<file path="src/pio_pkg.sv">
package pio_pkg;

    // ----------------------------------------
    // Register addresses
    // ----------------------------------------
    localparam logic [31:0] LIGHT_BASE = 32'hff200000;
    localparam logic [31:0] SWITCH_BASE = 32'hff200040;
    localparam logic [31:0] BUTTON_BASE = 32'hff200050;
    localparam logic [31:0] BUTTON_AUX_A = 32'hff200058;
    localparam logic [31:0] BUTTON_AUX_B = 32'hff20005c;
    localparam logic [31:0] HDR_A_BASE = 32'hff200060;
    localparam logic [31:0] HDR_B_BASE = 32'hff200070;
    localparam logic [31:0] HDR_C_BASE = 32'hff200080;
    localparam logic [31:0] HDR_C_IN_BASE = 32'hff200090;
    localparam logic [31:0] DIR_OFF = 32'h00000004;
    localparam logic [31:0] AUX_A_OFF = 32'h00000008;
    localparam logic [31:0] AUX_B_OFF = 32'h0000000c;

    // ----------------------------------------
    // Widths
    // ----------------------------------------
    localparam int LIGHT_W = 8;
    localparam int SWITCH_W = 4;
    localparam int BUTTON_W = 2;
    localparam int HDR_W = 32;
    localparam int HDR_C_W = 13;
    localparam int HDR_C_IN_W = 3;
    localparam int HDR_PORTS = 2;

    // ----------------------------------------
    // Reset values
    // ----------------------------------------
    localparam logic [LIGHT_W-1:0] LIGHT_RST = 8'h00;
    localparam logic [BUTTON_W-1:0] AUX_RST = 2'h0;
    localparam logic [HDR_W-1:0] HDR_RST = 32'h00000000;
    localparam logic [HDR_C_W-1:0] HDR_C_RST = 13'h0000;
    localparam logic [31:0] RDATA_RST = 32'h00000000;

    // ----------------------------------------
    // Block state
    // ----------------------------------------
    typedef struct packed {
        logic [LIGHT_W-1:0] light;
        logic [BUTTON_W-1:0] aux_a;
        logic [BUTTON_W-1:0] aux_b;
        logic [HDR_PORTS-1:0][HDR_W-1:0] hdr_out;
        logic [HDR_PORTS-1:0][HDR_W-1:0] hdr_dir;
        logic [HDR_C_W-1:0] c_out;
        logic [HDR_C_W-1:0] c_dir;
        logic [31:0] rdata;
        logic rvalid;
    } pio_state_s;

endpackage
</file>
<file path="src/pio_parallel_io_ports.sv">
`timescale 1ns/1ps
module pio_parallel_io_ports (
    // Clock and reset
    input wire logic clk_i,
    input wire logic rst_n_i,
    // Processor bus
    input wire logic [31:0] bus_addr_i,
    input wire logic bus_wr_i,
    input wire logic bus_rd_i,
    input wire logic [31:0] bus_wdata_i,
    output logic [31:0] bus_rdata_o,
    output logic bus_rvalid_o,
    // Lights, switches, buttons
    output logic [7:0] green_lights_o,
    input wire logic [3:0] dip_toggles_i,
    input wire logic [1:0] button_i,
    // Header a
    input wire logic [31:0] header_a_i,
    output logic [31:0] header_a_o,
    output logic [31:0] header_a_oe_o,
    // Header b
    input wire logic [31:0] header_b_i,
    output logic [31:0] header_b_o,
    output logic [31:0] header_b_oe_o,
    // Header c
    input wire logic [12:0] header_c_i,
    output logic [12:0] header_c_o,
    output logic [12:0] header_c_oe_o,
    input wire logic [2:0] header_c_in_i
);

    // ----------------------------------------
    // Helpers
    // ----------------------------------------
    function automatic logic hit(input logic [31:0] addr, input logic [31:0] reg_addr);
        return addr[31:2] == reg_addr[31:2];
    endfunction

    function automatic logic [31:0] mix(input logic [31:0] pin, input logic [31:0] out,
                                        input logic [31:0] dir);
        return (pin & ~dir) | (out & dir);
    endfunction

    pio_pkg::pio_state_s st_ff;
    pio_pkg::pio_state_s nxt_st;
    logic [pio_pkg::HDR_PORTS-1:0][31:0] hdr_pin;
    logic [pio_pkg::HDR_PORTS-1:0][31:0] hdr_base;

    assign hdr_pin[0] = header_a_i;
    assign hdr_pin[1] = header_b_i;
    assign hdr_base[0] = pio_pkg::HDR_A_BASE;
    assign hdr_base[1] = pio_pkg::HDR_B_BASE;

    // ----------------------------------------
    // Next state
    // ----------------------------------------
    always_comb begin
        nxt_st = st_ff;
        nxt_st.rvalid = bus_rd_i;
        nxt_st.rdata = pio_pkg::RDATA_RST;
        if (bus_wr_i) begin
            if (hit(bus_addr_i, pio_pkg::LIGHT_BASE)) begin
                nxt_st.light = bus_wdata_i[pio_pkg::LIGHT_W-1:0];
            end
            if (hit(bus_addr_i, pio_pkg::BUTTON_AUX_A)) begin
                nxt_st.aux_a = bus_wdata_i[pio_pkg::BUTTON_W-1:0];
            end
            if (hit(bus_addr_i, pio_pkg::BUTTON_AUX_B)) begin
                nxt_st.aux_b = bus_wdata_i[pio_pkg::BUTTON_W-1:0];
            end
            for (int p = 0; p < pio_pkg::HDR_PORTS; p++) begin
                if (hit(bus_addr_i, hdr_base[p])) begin
                    nxt_st.hdr_out[p] = bus_wdata_i;
                end
                if (hit(bus_addr_i, hdr_base[p] + pio_pkg::DIR_OFF)) begin
                    nxt_st.hdr_dir[p] = bus_wdata_i;
                end
            end
            if (hit(bus_addr_i, pio_pkg::HDR_C_BASE)) begin
                nxt_st.c_out = bus_wdata_i[pio_pkg::HDR_C_W-1:0];
            end
            if (hit(bus_addr_i, pio_pkg::HDR_C_BASE + pio_pkg::DIR_OFF)) begin
                nxt_st.c_dir = bus_wdata_i[pio_pkg::HDR_C_W-1:0];
            end
        end
        if (bus_rd_i) begin
            if (hit(bus_addr_i, pio_pkg::LIGHT_BASE)) begin
                nxt_st.rdata = 32'(st_ff.light);
            end
            if (hit(bus_addr_i, pio_pkg::SWITCH_BASE)) begin
                nxt_st.rdata = 32'(dip_toggles_i);
            end
            if (hit(bus_addr_i, pio_pkg::BUTTON_BASE)) begin
                nxt_st.rdata = 32'(button_i);
            end
            if (hit(bus_addr_i, pio_pkg::BUTTON_AUX_A)) begin
                nxt_st.rdata = 32'(st_ff.aux_a);
            end
            if (hit(bus_addr_i, pio_pkg::BUTTON_AUX_B)) begin
                nxt_st.rdata = 32'(st_ff.aux_b);
            end
            for (int p = 0; p < pio_pkg::HDR_PORTS; p++) begin
                if (hit(bus_addr_i, hdr_base[p])) begin
                    nxt_st.rdata = mix(hdr_pin[p], st_ff.hdr_out[p], st_ff.hdr_dir[p]);
                end
                if (hit(bus_addr_i, hdr_base[p] + pio_pkg::DIR_OFF)) begin
                    nxt_st.rdata = st_ff.hdr_dir[p];
                end
            end
            if (hit(bus_addr_i, pio_pkg::HDR_C_BASE)) begin
                nxt_st.rdata = mix(32'(header_c_i), 32'(st_ff.c_out), 32'(st_ff.c_dir));
            end
            if (hit(bus_addr_i, pio_pkg::HDR_C_BASE + pio_pkg::DIR_OFF)) begin
                nxt_st.rdata = 32'(st_ff.c_dir);
            end
            if (hit(bus_addr_i, pio_pkg::HDR_C_IN_BASE)) begin
                nxt_st.rdata = 32'(header_c_in_i);
            end
        end
    end

    // ----------------------------------------
    // State register
    // ----------------------------------------
    always_ff @(posedge clk_i) begin
        if (!rst_n_i) begin
            st_ff.light <= pio_pkg::LIGHT_RST;
            st_ff.aux_a <= pio_pkg::AUX_RST;
            st_ff.aux_b <= pio_pkg::AUX_RST;
            for (int p = 0; p < pio_pkg::HDR_PORTS; p++) begin
                st_ff.hdr_out[p] <= pio_pkg::HDR_RST;
                st_ff.hdr_dir[p] <= pio_pkg::HDR_RST;
            end
            st_ff.c_out <= pio_pkg::HDR_C_RST;
            st_ff.c_dir <= pio_pkg::HDR_C_RST;
            st_ff.rdata <= pio_pkg::RDATA_RST;
            st_ff.rvalid <= 1'b0;
        end else begin
            st_ff <= nxt_st;
        end
    end

    // ----------------------------------------
    // Outputs
    // ----------------------------------------
    assign bus_rdata_o = st_ff.rdata;
    assign bus_rvalid_o = st_ff.rvalid;
    assign green_lights_o = st_ff.light;
    assign header_a_o = st_ff.hdr_out[0];
    assign header_a_oe_o = st_ff.hdr_dir[0];
    assign header_b_o = st_ff.hdr_out[1];
    assign header_b_oe_o = st_ff.hdr_dir[1];
    assign header_c_o = st_ff.c_out;
    assign header_c_oe_o = st_ff.c_dir;
endmodule

</file>
<file path="config.mk">
export PLATFORM = sky130hd
export DESIGN_NAME = pio_parallel_io_ports
export DESIGN_NICKNAME = d
export VERILOG_FILES = /design/src/pio_pkg.sv /design/src/pio_parallel_io_ports.sv
export SDC_FILE = /design/constraint.sdc
export NUM_CORES = 1
export LEC_CHECK = 0
export ABC_AREA = 1
export BUFFER_PORTS_ARGS = -buffer_cell sky130_fd_sc_hd__buf_2
export CORE_ASPECT_RATIO = 1.2
export CORE_MARGIN = 2
export CORE_UTILIZATION = 25
export DETAILED_ROUTE_END_ITERATION = 16
export PLACE_DENSITY_LB_ADDON = 0.05
export SYNTH_ARGS = -nofsm -noshare
export SYNTH_HDL_FRONTEND = slang
export SYNTH_SLANG_ARGS = --single-unit
</file>
<file path="constraint.sdc">
create_clock -name clk_i -period 1.65 [get_ports clk_i]
set_clock_uncertainty 0.1 [all_clocks]
set_input_delay 0.165 -clock clk_i [delete_from_list [all_inputs] [get_ports clk_i]]
set_output_delay 0.165 -clock clk_i [all_outputs]
set_load 0.02 [all_outputs]
</file>
* Word-level counts from Yosys, hierarchy flattened
Index checks and enable logic that the tools add are counted.
Cells by class: equality and inequality tests 12, mux-type cells 12, bitwise operators 14, reductions and logical operators 12
Operators by type and width (count):
- equality test 30 bit (second input constant) | 12
- two-way mux 32 bit | 9
- AND 32 bit | 4
- inverter 32 bit | 2
- OR 32 bit | 2
- AND 13 x 32 -> 32 bit | 1
- inverter 13 -> 32 bit | 1
- OR 32 x 13 -> 32 bit | 1
- AND reduction 2 bit | 10
- AND 13 bit | 1
- two-way mux 13 bit | 1
- two-way mux 8 bit | 1
- OR reduction 4 bit | 1
- two-way mux 3 bit | 1
- OR reduction 3 bit | 1
- inverter 1 bit | 2
Storage, ports and cells: register bits after elaboration 199, input port bits 154, logic and storage cells 63

* Longest topological paths before layout
Gate-level depths: netlist (run 1).
depth in word-level cells 13, mapped depth 18, mapped depth without buffers 18

* Worst setup path after synthesis (run 1)
OpenSTA, ideal clock, no wires.
path kind in2reg, from input port bus_addr_i[23], to register st_ff (netlist bit bus_rdata_o[11]), library setup time 119 ps, arrival 1427 ps, path slack 4 ps, stages on the path 11, buffers on the path 1, cells stage by stage nor2_1 nand3b_4 nor2_8 nand2_4 nor2_4 nand2_2 buf_2 a21oi_1 o221ai_1 nand2_1 a21oi_1
On the way: cells in the longest elaborated chain, start to end 10, elaborated cells between the ends (all ways) 20, those cells by class eq/ne: 10; mux: 9; reduce/logical: 1
RTL lines:
- start, declared | line pio_parallel_io_ports.sv:7 | input wire logic [31:0] bus_addr_i,
- equality test 30 bit | line pio_parallel_io_ports.sv:36 | return addr[31:2] == reg_addr[31:2];
- two-way mux 32 bit | line pio_parallel_io_ports.sv:93 | if (hit(bus_addr_i, pio_pkg::BUTTON_BASE)) begin
- two-way mux 32 bit | line pio_parallel_io_ports.sv:96 | if (hit(bus_addr_i, pio_pkg::BUTTON_AUX_A)) begin
- two-way mux 32 bit | line pio_parallel_io_ports.sv:99 | if (hit(bus_addr_i, pio_pkg::BUTTON_AUX_B)) begin
- two-way mux 32 bit | line pio_parallel_io_ports.sv:103 | if (hit(bus_addr_i, hdr_base[p])) begin
- two-way mux 32 bit | line pio_parallel_io_ports.sv:106 | if (hit(bus_addr_i, hdr_base[p] + pio_pkg::DIR_OFF)) begin
- two-way mux 32 bit | line pio_parallel_io_ports.sv:103
- two-way mux 32 bit | line pio_parallel_io_ports.sv:106
- two-way mux 32 bit | line pio_parallel_io_ports.sv:110 | if (hit(bus_addr_i, pio_pkg::HDR_C_BASE)) begin
- two-way mux 13 bit | line pio_parallel_io_ports.sv:113 | if (hit(bus_addr_i, pio_pkg::HDR_C_BASE + pio_pkg::DIR_OFF)) begin
- end signal, assigned | line pio_parallel_io_ports.sv:139 | st_ff <= nxt_st;
- end, declared | line pio_parallel_io_ports.sv:44 | pio_pkg::pio_state_s st_ff;
Parallel ways exist; a longest one is shown, timed or not. A chain may end at the register's enable or synchronous reset.

* Worst setup path after layout (run 1)
from register st_ff (netlist bit header_a_oe_o[0]), to register st_ff (netlist bit bus_rdata_o[0])
On the way: cells in the longest elaborated chain, start to end 10, elaborated cells between the ends (all ways) 11, those cells by class mux: 7; bitwise: 4
RTL lines:
- inverter 32 bit | line pio_parallel_io_ports.sv:41 | return (pin & ~dir) | (out & dir);
- AND 32 bit | line pio_parallel_io_ports.sv:41
- OR 32 bit | line pio_parallel_io_ports.sv:41
- two-way mux 32 bit | line pio_parallel_io_ports.sv:103
- two-way mux 32 bit (*) | line pio_parallel_io_ports.sv:106
- two-way mux 32 bit (*) | line pio_parallel_io_ports.sv:103
- two-way mux 32 bit (*) | line pio_parallel_io_ports.sv:106
- two-way mux 32 bit (*) | line pio_parallel_io_ports.sv:110
- two-way mux 13 bit (*) | line pio_parallel_io_ports.sv:113
- two-way mux 3 bit (*) | line pio_parallel_io_ports.sv:116 | if (hit(bus_addr_i, pio_pkg::HDR_C_IN_BASE)) begin
Every way passes the cells marked *; elsewhere a longest branch is shown, timed or not.

==> results.py, run 1 <==
metrics = {
    "outcome": {
        "status": "completed",
    },
    "setup_path": {
        "worstPathRequired_ps": 1910,
        "crit_path_end_kind": "register",
        "crit_arrival_ps": 1830,
        "critPathLaunchType": "register",
        "crit_fanout": 2,
        "crit_type": "reg2reg",
    },
    "grt": {
        "antenna_found_initial": 2,
        "grt_pass1_vias": 9607,
        "track_usage_pct": 18.3,
        "grt_max_degree": 167,
        "grt_pass1_wl_um": 59000,
        "overflow": 0,
    },
    "route": {
        "via_per_inst": 4.42,
        "ant_nets": 0,
        "dr.first_iter.drc_count": 414,
        "vias": 9824,
        "finalWirelength_um": 40200,
        "avgRoutedWirePerCell_um": 18.1,
        "dr.pass1.iters": 4,
        "drcViolationCount": 0,
    },
    "final_layout": {
        "num_antenna_cells": 0,
        "final_nets": 1817,
        "final_cells": 2222,
        "area_growth_pct": 27.9,
        "utilization_pct": 32.2,
        "fillers": 4597,
        "drive_gt1_share_pct": 32.3,
    },
    "sta": {
        "worst_pin_slew_ps": 875,
        "drv_slew": 0,
        "period_needed_ps": 1570,
        "setup_viol": 0,
        "max_slew_margin_pct": 41.7,
        "rsz0062_at_grt": "yes",
        "setup_tns_ps": 0,
        "hold_viol": 0,
        "max_freq_mhz": 637,
        "period_share_pct": 95.2,
    },
    "pwr": {
        "p_comb_share_pct": 7.0,
        "p_total_mw": 10.1,
        "netSwitchingPower_mw": 2.47,
        "power.density_nw_per_um2": 752,
        "irDropWorstVdd_mv": 0.786,
        "swShare_pct": 24.6,
        "leakagePower_nw": 6.38,
        "power_frac_clock_pct": 45.3,
        "internal_power_mw": 7.59,
        "p_seq_share_pct": 47.7,
    },
    "logic_synthesis": {
        "yosysSeqAreaShare_pct": 38.1,
        "synth_top_family_by_area": "buffers and inverters",
        "synthXorXnorAreaFrac_pct": 0,
        "synth_cell_types": 41,
        "synthCells": 1394,
        "synth-simple-area-share_pct": 15.0,
        "synth.area.top_cells": "dfxtp_1, buf_4, a21oi_1",
        "syn_area_per_cell_sq_um": 7.50,
        "synth-seq-cells": 199,
        "synth-compound-area-share_pct": 21.5,
        "yosysTopAreaCell": "dfxtp_1",
        "syn-cell-area_sq_um": 10500,
        "muxShareOfSynthArea_pct": 3.42,
        "synth_nets": 1548,
        "netlist.area_leader.share_pct": 38.1,
        "synth-adder-area-share_pct": 0,
        "yosys_warnings": 0,
    },
    "clock_network": {
        "cts_made_buffers": 17,
        "cts.reportedPaths.clkPinSlew_ps": 70,
        "htreeDepth": 4,
        "numClockSinks": 199,
        "clk-insertion-delay-late_ps": 470,
        "cts_tree": "built",
        "cts_root_buf": "clkbuf_16",
        "cts_max_path_buffers": 2,
    },
    "placed_design": {
        "place_inst": 2135,
        "gp_congestion": 0.804,
        "dp_hpwl_um": 29500,
        "io_buffers": 346,
    },
    "die": {
        "io_pins": 349,
        "die-area_sq_um": 43500,
        "start_util_pct": 25.2,
        "die_h_um": 228,
        "die_x_um": 191,
        "core_area_sq_um": 41600,
        "num_rows": 82,
    },
    "run": {
        "cap_violations": 0,
    },
    "min_path": {
        "min-delay-path-class": "in2reg",
    },
}
per-stage QoR:
step / worst slack [ps] / hold WS [ps] / area [sq um]
6_report: 79.2 / 34.2 / 13400
5_1_grt: -21.5 / 29.5 / 13400
4_1_cts: 20.9 / 2.82 / 13300
3_5_place_dp: -428 / 328 / 12200
3_3_place_gp: -432 / 338 / 12200
2_1_floorplan: 3.58 / 219 / 10500
registers in the layout (all words and copies together), names as in the netlist:
register / cells
bus_rvalid_o: 1
st_ff: 4
header_a_oe_o: 32
bus_rdata_o: 32
header_c_oe_o: 13
green_lights_o: 8
header_c_o: 13
header_a_o: 32
header_b_oe_o: 32
header_b_o: 32
cell type report:
cell class                      count  area [sq um]  share of cell area [%]
Inverter                          141           532                    3.97
Sequential cell                   199          3980                    29.8
Multi-Input combinational cell    799          4210                    31.4
Clock buffer                       19           443                    3.31
Clock inverter                     13           170                    1.27
Timing Repair Buffer              505          3360                    25.1
Tap cell                          546           683                    5.10
worst paths after layout:
| kind | depth (start not counted) | endpoint | slack [ps] | from |
|---|---|---|---|---|
| setup / recovery | 11 | bus_rdata_o[0] | 80 | header_a_oe_o[0] |
| setup reg to reg | 11 | bus_rdata_o[0] | 80 | header_a_oe_o[0] |
| hold / removal | 5 | bus_rdata_o[1] | 30 | header_c_i[1] |
| hold reg to reg | 2 | st_ff[187] | 360 | st_ff[187] |
worst max-delay path, stage by stage, from the launching register on:
cell and delay, ps:
dfxtp_1 340, mux2_2 370, o21ai_1 140, nor2_1 50
nand2_1 70, nand2_1 50, nand2_1 50, nand2_1 40
nand2_1 90, nand2_1 60, nand2_1 60, nand2_1 50
Yosys cell counts (all sizes together):
| library cell | count |
|---|---|
| buf | 233 |
| o2111ai | 1 |
| nor3 | 6 |
| a21oi | 211 |
| clkinv | 2 |
| clkbuf | 22 |
| a221oi | 8 |
| mux2 | 14 |
| and2 | 1 |
| nand2 | 202 |
| dfxtp | 199 |
| nand3 | 25 |
| or2 | 2 |
| o21ai | 175 |
| o211ai | 6 |
| nor4 | 6 |
| nand4 | 20 |
| nand3b | 2 |
| and3 | 1 |
| o22ai | 9 |
| nor2 | 74 |
| inv | 139 |
| mux2i | 20 |
| o221ai | 16 |
layout by cell type (no fill, tap or decap), drive strengths merged:
| master | instances |
|---|---|
| dfxtp | 199 |
| o21ai | 175 |
| inv | 144 |
| and3 | 1 |
| bufinv | 3 |
| or2 | 2 |
| nand3 | 25 |
| nand2 | 202 |
| nand3b | 2 |
| clkinv | 4 |
| a21oi | 211 |
| and2 | 1 |
| nor3 | 6 |
| mux2i | 20 |
| a221oi | 8 |
| o2111ai | 1 |
| clkinvlp | 3 |
| clkbuf | 20 |
| mux2 | 14 |
| o22ai | 9 |
| dlygate4sd3 | 53 |
| o221ai | 16 |
| nor2 | 74 |
| nand4 | 20 |
| buf | 451 |
| o211ai | 6 |
| nor4 | 6 |
layer usage:
metal / GRT usage (%) / share of wire, %
met1: 23.3 / 45
met4: 5.55 / 2.0
met3: 4.12 / 5.4
met5: 0 / 0.040
met2: 30.4 / 47
cell families (layout without fill, tap and decap cells):
family                 Yosys count  after routing
muxes                           34             34
buffers and inverters          396            678
DFF                            199            199
AOI/OAI and AO/OA              426            426
and+or+nand+nor                339            339
power by group through the flow:
stage | Sequential (mW) | Combinational, mW | Clock (mW)
after floorplan | 4.91 | 0.248 | 0
after global placement | 4.91 | 0.616 | 0
after detailed placement | 4.91 | 0.612 | 0
after CTS | 4.80 | 0.711 | 4.74
after global routing | 4.80 | 0.776 | 4.91
final | 4.80 | 0.705 | 4.56
what timing repair did:
item	CTS	global route
hold buffers	52	1
buffers inserted	0	1
gates resized for setup	0	12
setup endpoints to repair	0	33
endpoints found under the hold margin	165	3
Power figures use the tool's default switching activity.
==> inputs of run 2 (changes only) <==
Clock period 1.65 ns to 2.03 ns, I/O delays scaled along.
==> results.py, run 2 (synthesized netlist as in run 1, its figures left out) <==
metrics = {
    "clock_network": {
        "cts_made_buffers": 17,
        "htreeDepth": 4,
        "numClockSinks": 199,
        "cts_root_buf": "clkbuf_16",
        "cts_tree": "built",
        "clk-insertion-delay-late_ps": 460,
        "cts_max_path_buffers": 2,
        "cts.reportedPaths.clkPinSlew_ps": 70,
    },
    "placed_design": {
        "gp_congestion": 0.777,
        "pre_cts_ws_ps": -133,
        "io_buffers": 346,
        "dp_hpwl_um": 28800,
    },
    "route": {
        "finalWirelength_um": 38700,
        "vias": 9462,
        "dr.pass1.iters": 5,
        "drcViolationCount": 0,
        "avgRoutedWirePerCell_um": 17.8,
        "via_per_inst": 4.35,
        "dr.first_iter.drc_count": 488,
        "ant_nets": 0,
    },
    "sta": {
        "setup_slack_ps": 309,
        "max_slew_margin_pct": 44.6,
        "hold-worst-slack_ps": 51.8,
        "setup_viol": 0,
        "rsz0062_at_grt": "no",
        "drv_slew": 0,
        "worst_pin_slew_ps": 831,
        "period_needed_ps": 1720,
        "hold_viol": 0,
        "max_freq_mhz": 581,
        "period_share_pct": 84.8,
    },
    "setup_path": {
        "crit_fanout": 9,
        "crit_type": "in2reg",
        "worstPathCellList": "buf_2 > inv_1 > nand2_1 > nor2_1 > nand2_2 > nor4_1 > and2_1 > buf_12 > nand2_1 > o21ai_0 > a21oi_1 > nand4_1 > nand2_1 > inv_1",
        "rrSetupSlack_ps": 410,
        "cpMostUsedCell": "nand2_1",
        "slowest_delay_ps": 320,
        "crit_buf_inv": 4,
        "critPathLaunchType": "input pin",
        "crit_arrival_ps": 2030,
        "reg2reg_to": "bus_rdata_o[0]",
        "path_delay_family": "simple AND/OR/NAND/NOR gates",
        "slowest_stage": "nor4_1",
        "worst-path-stages": 14,
        "endpoint": "bus_rdata_o[12]",
        "rr_worst_depth": 11,
        "worstPathRequired_ps": 2340,
        "r2r-start": "header_a_oe_o[0]",
        "cp-startpoint": "bus_addr_i[12]",
        "crit_path_end_kind": "register",
    },
    "min_path": {
        "hold_depth": 7,
        "min-delay-path-class": "in2reg",
    },
    "grt": {
        "grt_pass1_wl_um": 57200,
        "grt_max_degree": 167,
        "grtUsageMet2_pct": 30.0,
        "grt.met3_usage_pct": 4.09,
        "antenna_found_initial": 2,
        "grt_pass1_vias": 9065,
        "top_usage_layer": "met2",
        "overflow": 0,
        "track_usage_pct": 17.7,
        "met1_usage_pct": 22.7,
    },
    "die": {
        "start_util_pct": 25.2,
        "die_h_um": 228,
        "io_pins": 349,
        "num_rows": 82,
        "die_x_um": 191,
        "core_area_sq_um": 41600,
        "die-area_sq_um": 43500,
    },
    "run": {
        "cap_violations": 0,
    },
    "outcome": {
        "status": "completed",
    },
    "final_layout": {
        "fillers": 4607,
        "area_growth_pct": 23.5,
        "num_antenna_cells": 0,
        "drive_gt1_share_pct": 31.0,
        "utilization_pct": 31.1,
        "final_nets": 1771,
        "final_common_cell": "buf_2",
        "final_cell_mix": "buf_2, a21oi_1, dfxtp_1, nand2_1, inv_1",
    },
    "pwr": {
        "irDropWorstVdd_mv": 0.629,
        "power.density_nw_per_um2": 628,
        "leakagePower_nw": 6.14,
    },
}
[run 2: cell count changes in the layout (fill, tap and decap cells not counted), moves of 2 or more]
cell	delta
nor2_2	-2
dlygate4sd3_1	-16
nand2_1	+2
clkinvlp_4	-3
buf_12	-2
nor2_1	+2
inv_6	+2
buf_4	-24
buf_6	-3
clkinv_2	+2
[run 2: how the worst min path moves through the flow]
| stage | start | end | slack (ps) |
|---|---|---|---|
| 2_1_floorplan | header_c_in_i[0] | bus_rdata_o[0] | 260 |
| 3_3_place_gp | st_ff[187] | st_ff[187] | 340 |
| 3_5_place_dp | st_ff[187] | st_ff[187] | 340 |
| 4_1_cts | header_a_i[27] | bus_rdata_o[27] | 10 |
| 5_1_grt | header_a_i[30] | bus_rdata_o[30] | 60 |
| 6_report | header_a_i[27] | bus_rdata_o[27] | 50 |
[run 2: what timing repair did]
item                      in CTS  in global routing
gates resized for setup        0                  0
hold endpoints to repair     143                  0
hold buffers                  37                  0
setup buffers                  0                  0
[run 2: layout make-up]
class / instances / area [sq um] / share of cell area (%)
Clock buffer: 19 / 443 / 3.43
Multi-Input combinational cell: 799 / 4190 / 32.4
Tap cell: 546 / 683 / 5.29
Sequential cell: 199 / 3980 / 30.8
Inverter: 141 / 531 / 4.11
Clock inverter: 13 / 168 / 1.30
Timing Repair Buffer: 459 / 2930 / 22.6
[run 2: tightest hold or removal path: stages]
cell      delay [ps]
buf_2             70
nand2_1           40
nand2_1           50
nand2_1           40
o221ai_1          60
a21oi_1           40
nor2_1            70
[run 2: through the flow]
| stage | std cells | TNS [ps] | power [mW] | instance area, sq um |
|---|---|---|---|---|
| after floorplan | 1394 | 0 | 4.20 | 10500 |
| after global placement | 2107 | -1370 | 4.46 | 11900 |
| after detailed placement | 2107 | -1880 | 4.46 | 11900 |
| after CTS | 2176 | 0 | 8.29 | 12900 |
| after global routing | 2176 | 0 | 8.49 | 12900 |
| final | 2176 | 0 | 8.12 | 12900 |
[run 2: layer usage]
layer  up-vias  wire length (um)
li1       4906                 -
met1      4281             17300
met2       248             18800
met3        25              2140
met4         2               463
met5         -                13
[run 2: report_power, final]
part           internal [mW]  switching [mW]  leakage (nW)  total, mW
combinational          0.235           0.283          4.23      0.519
clock                   2.00            1.70         0.306       3.70
sequential              3.90        0.000414          1.60       3.90
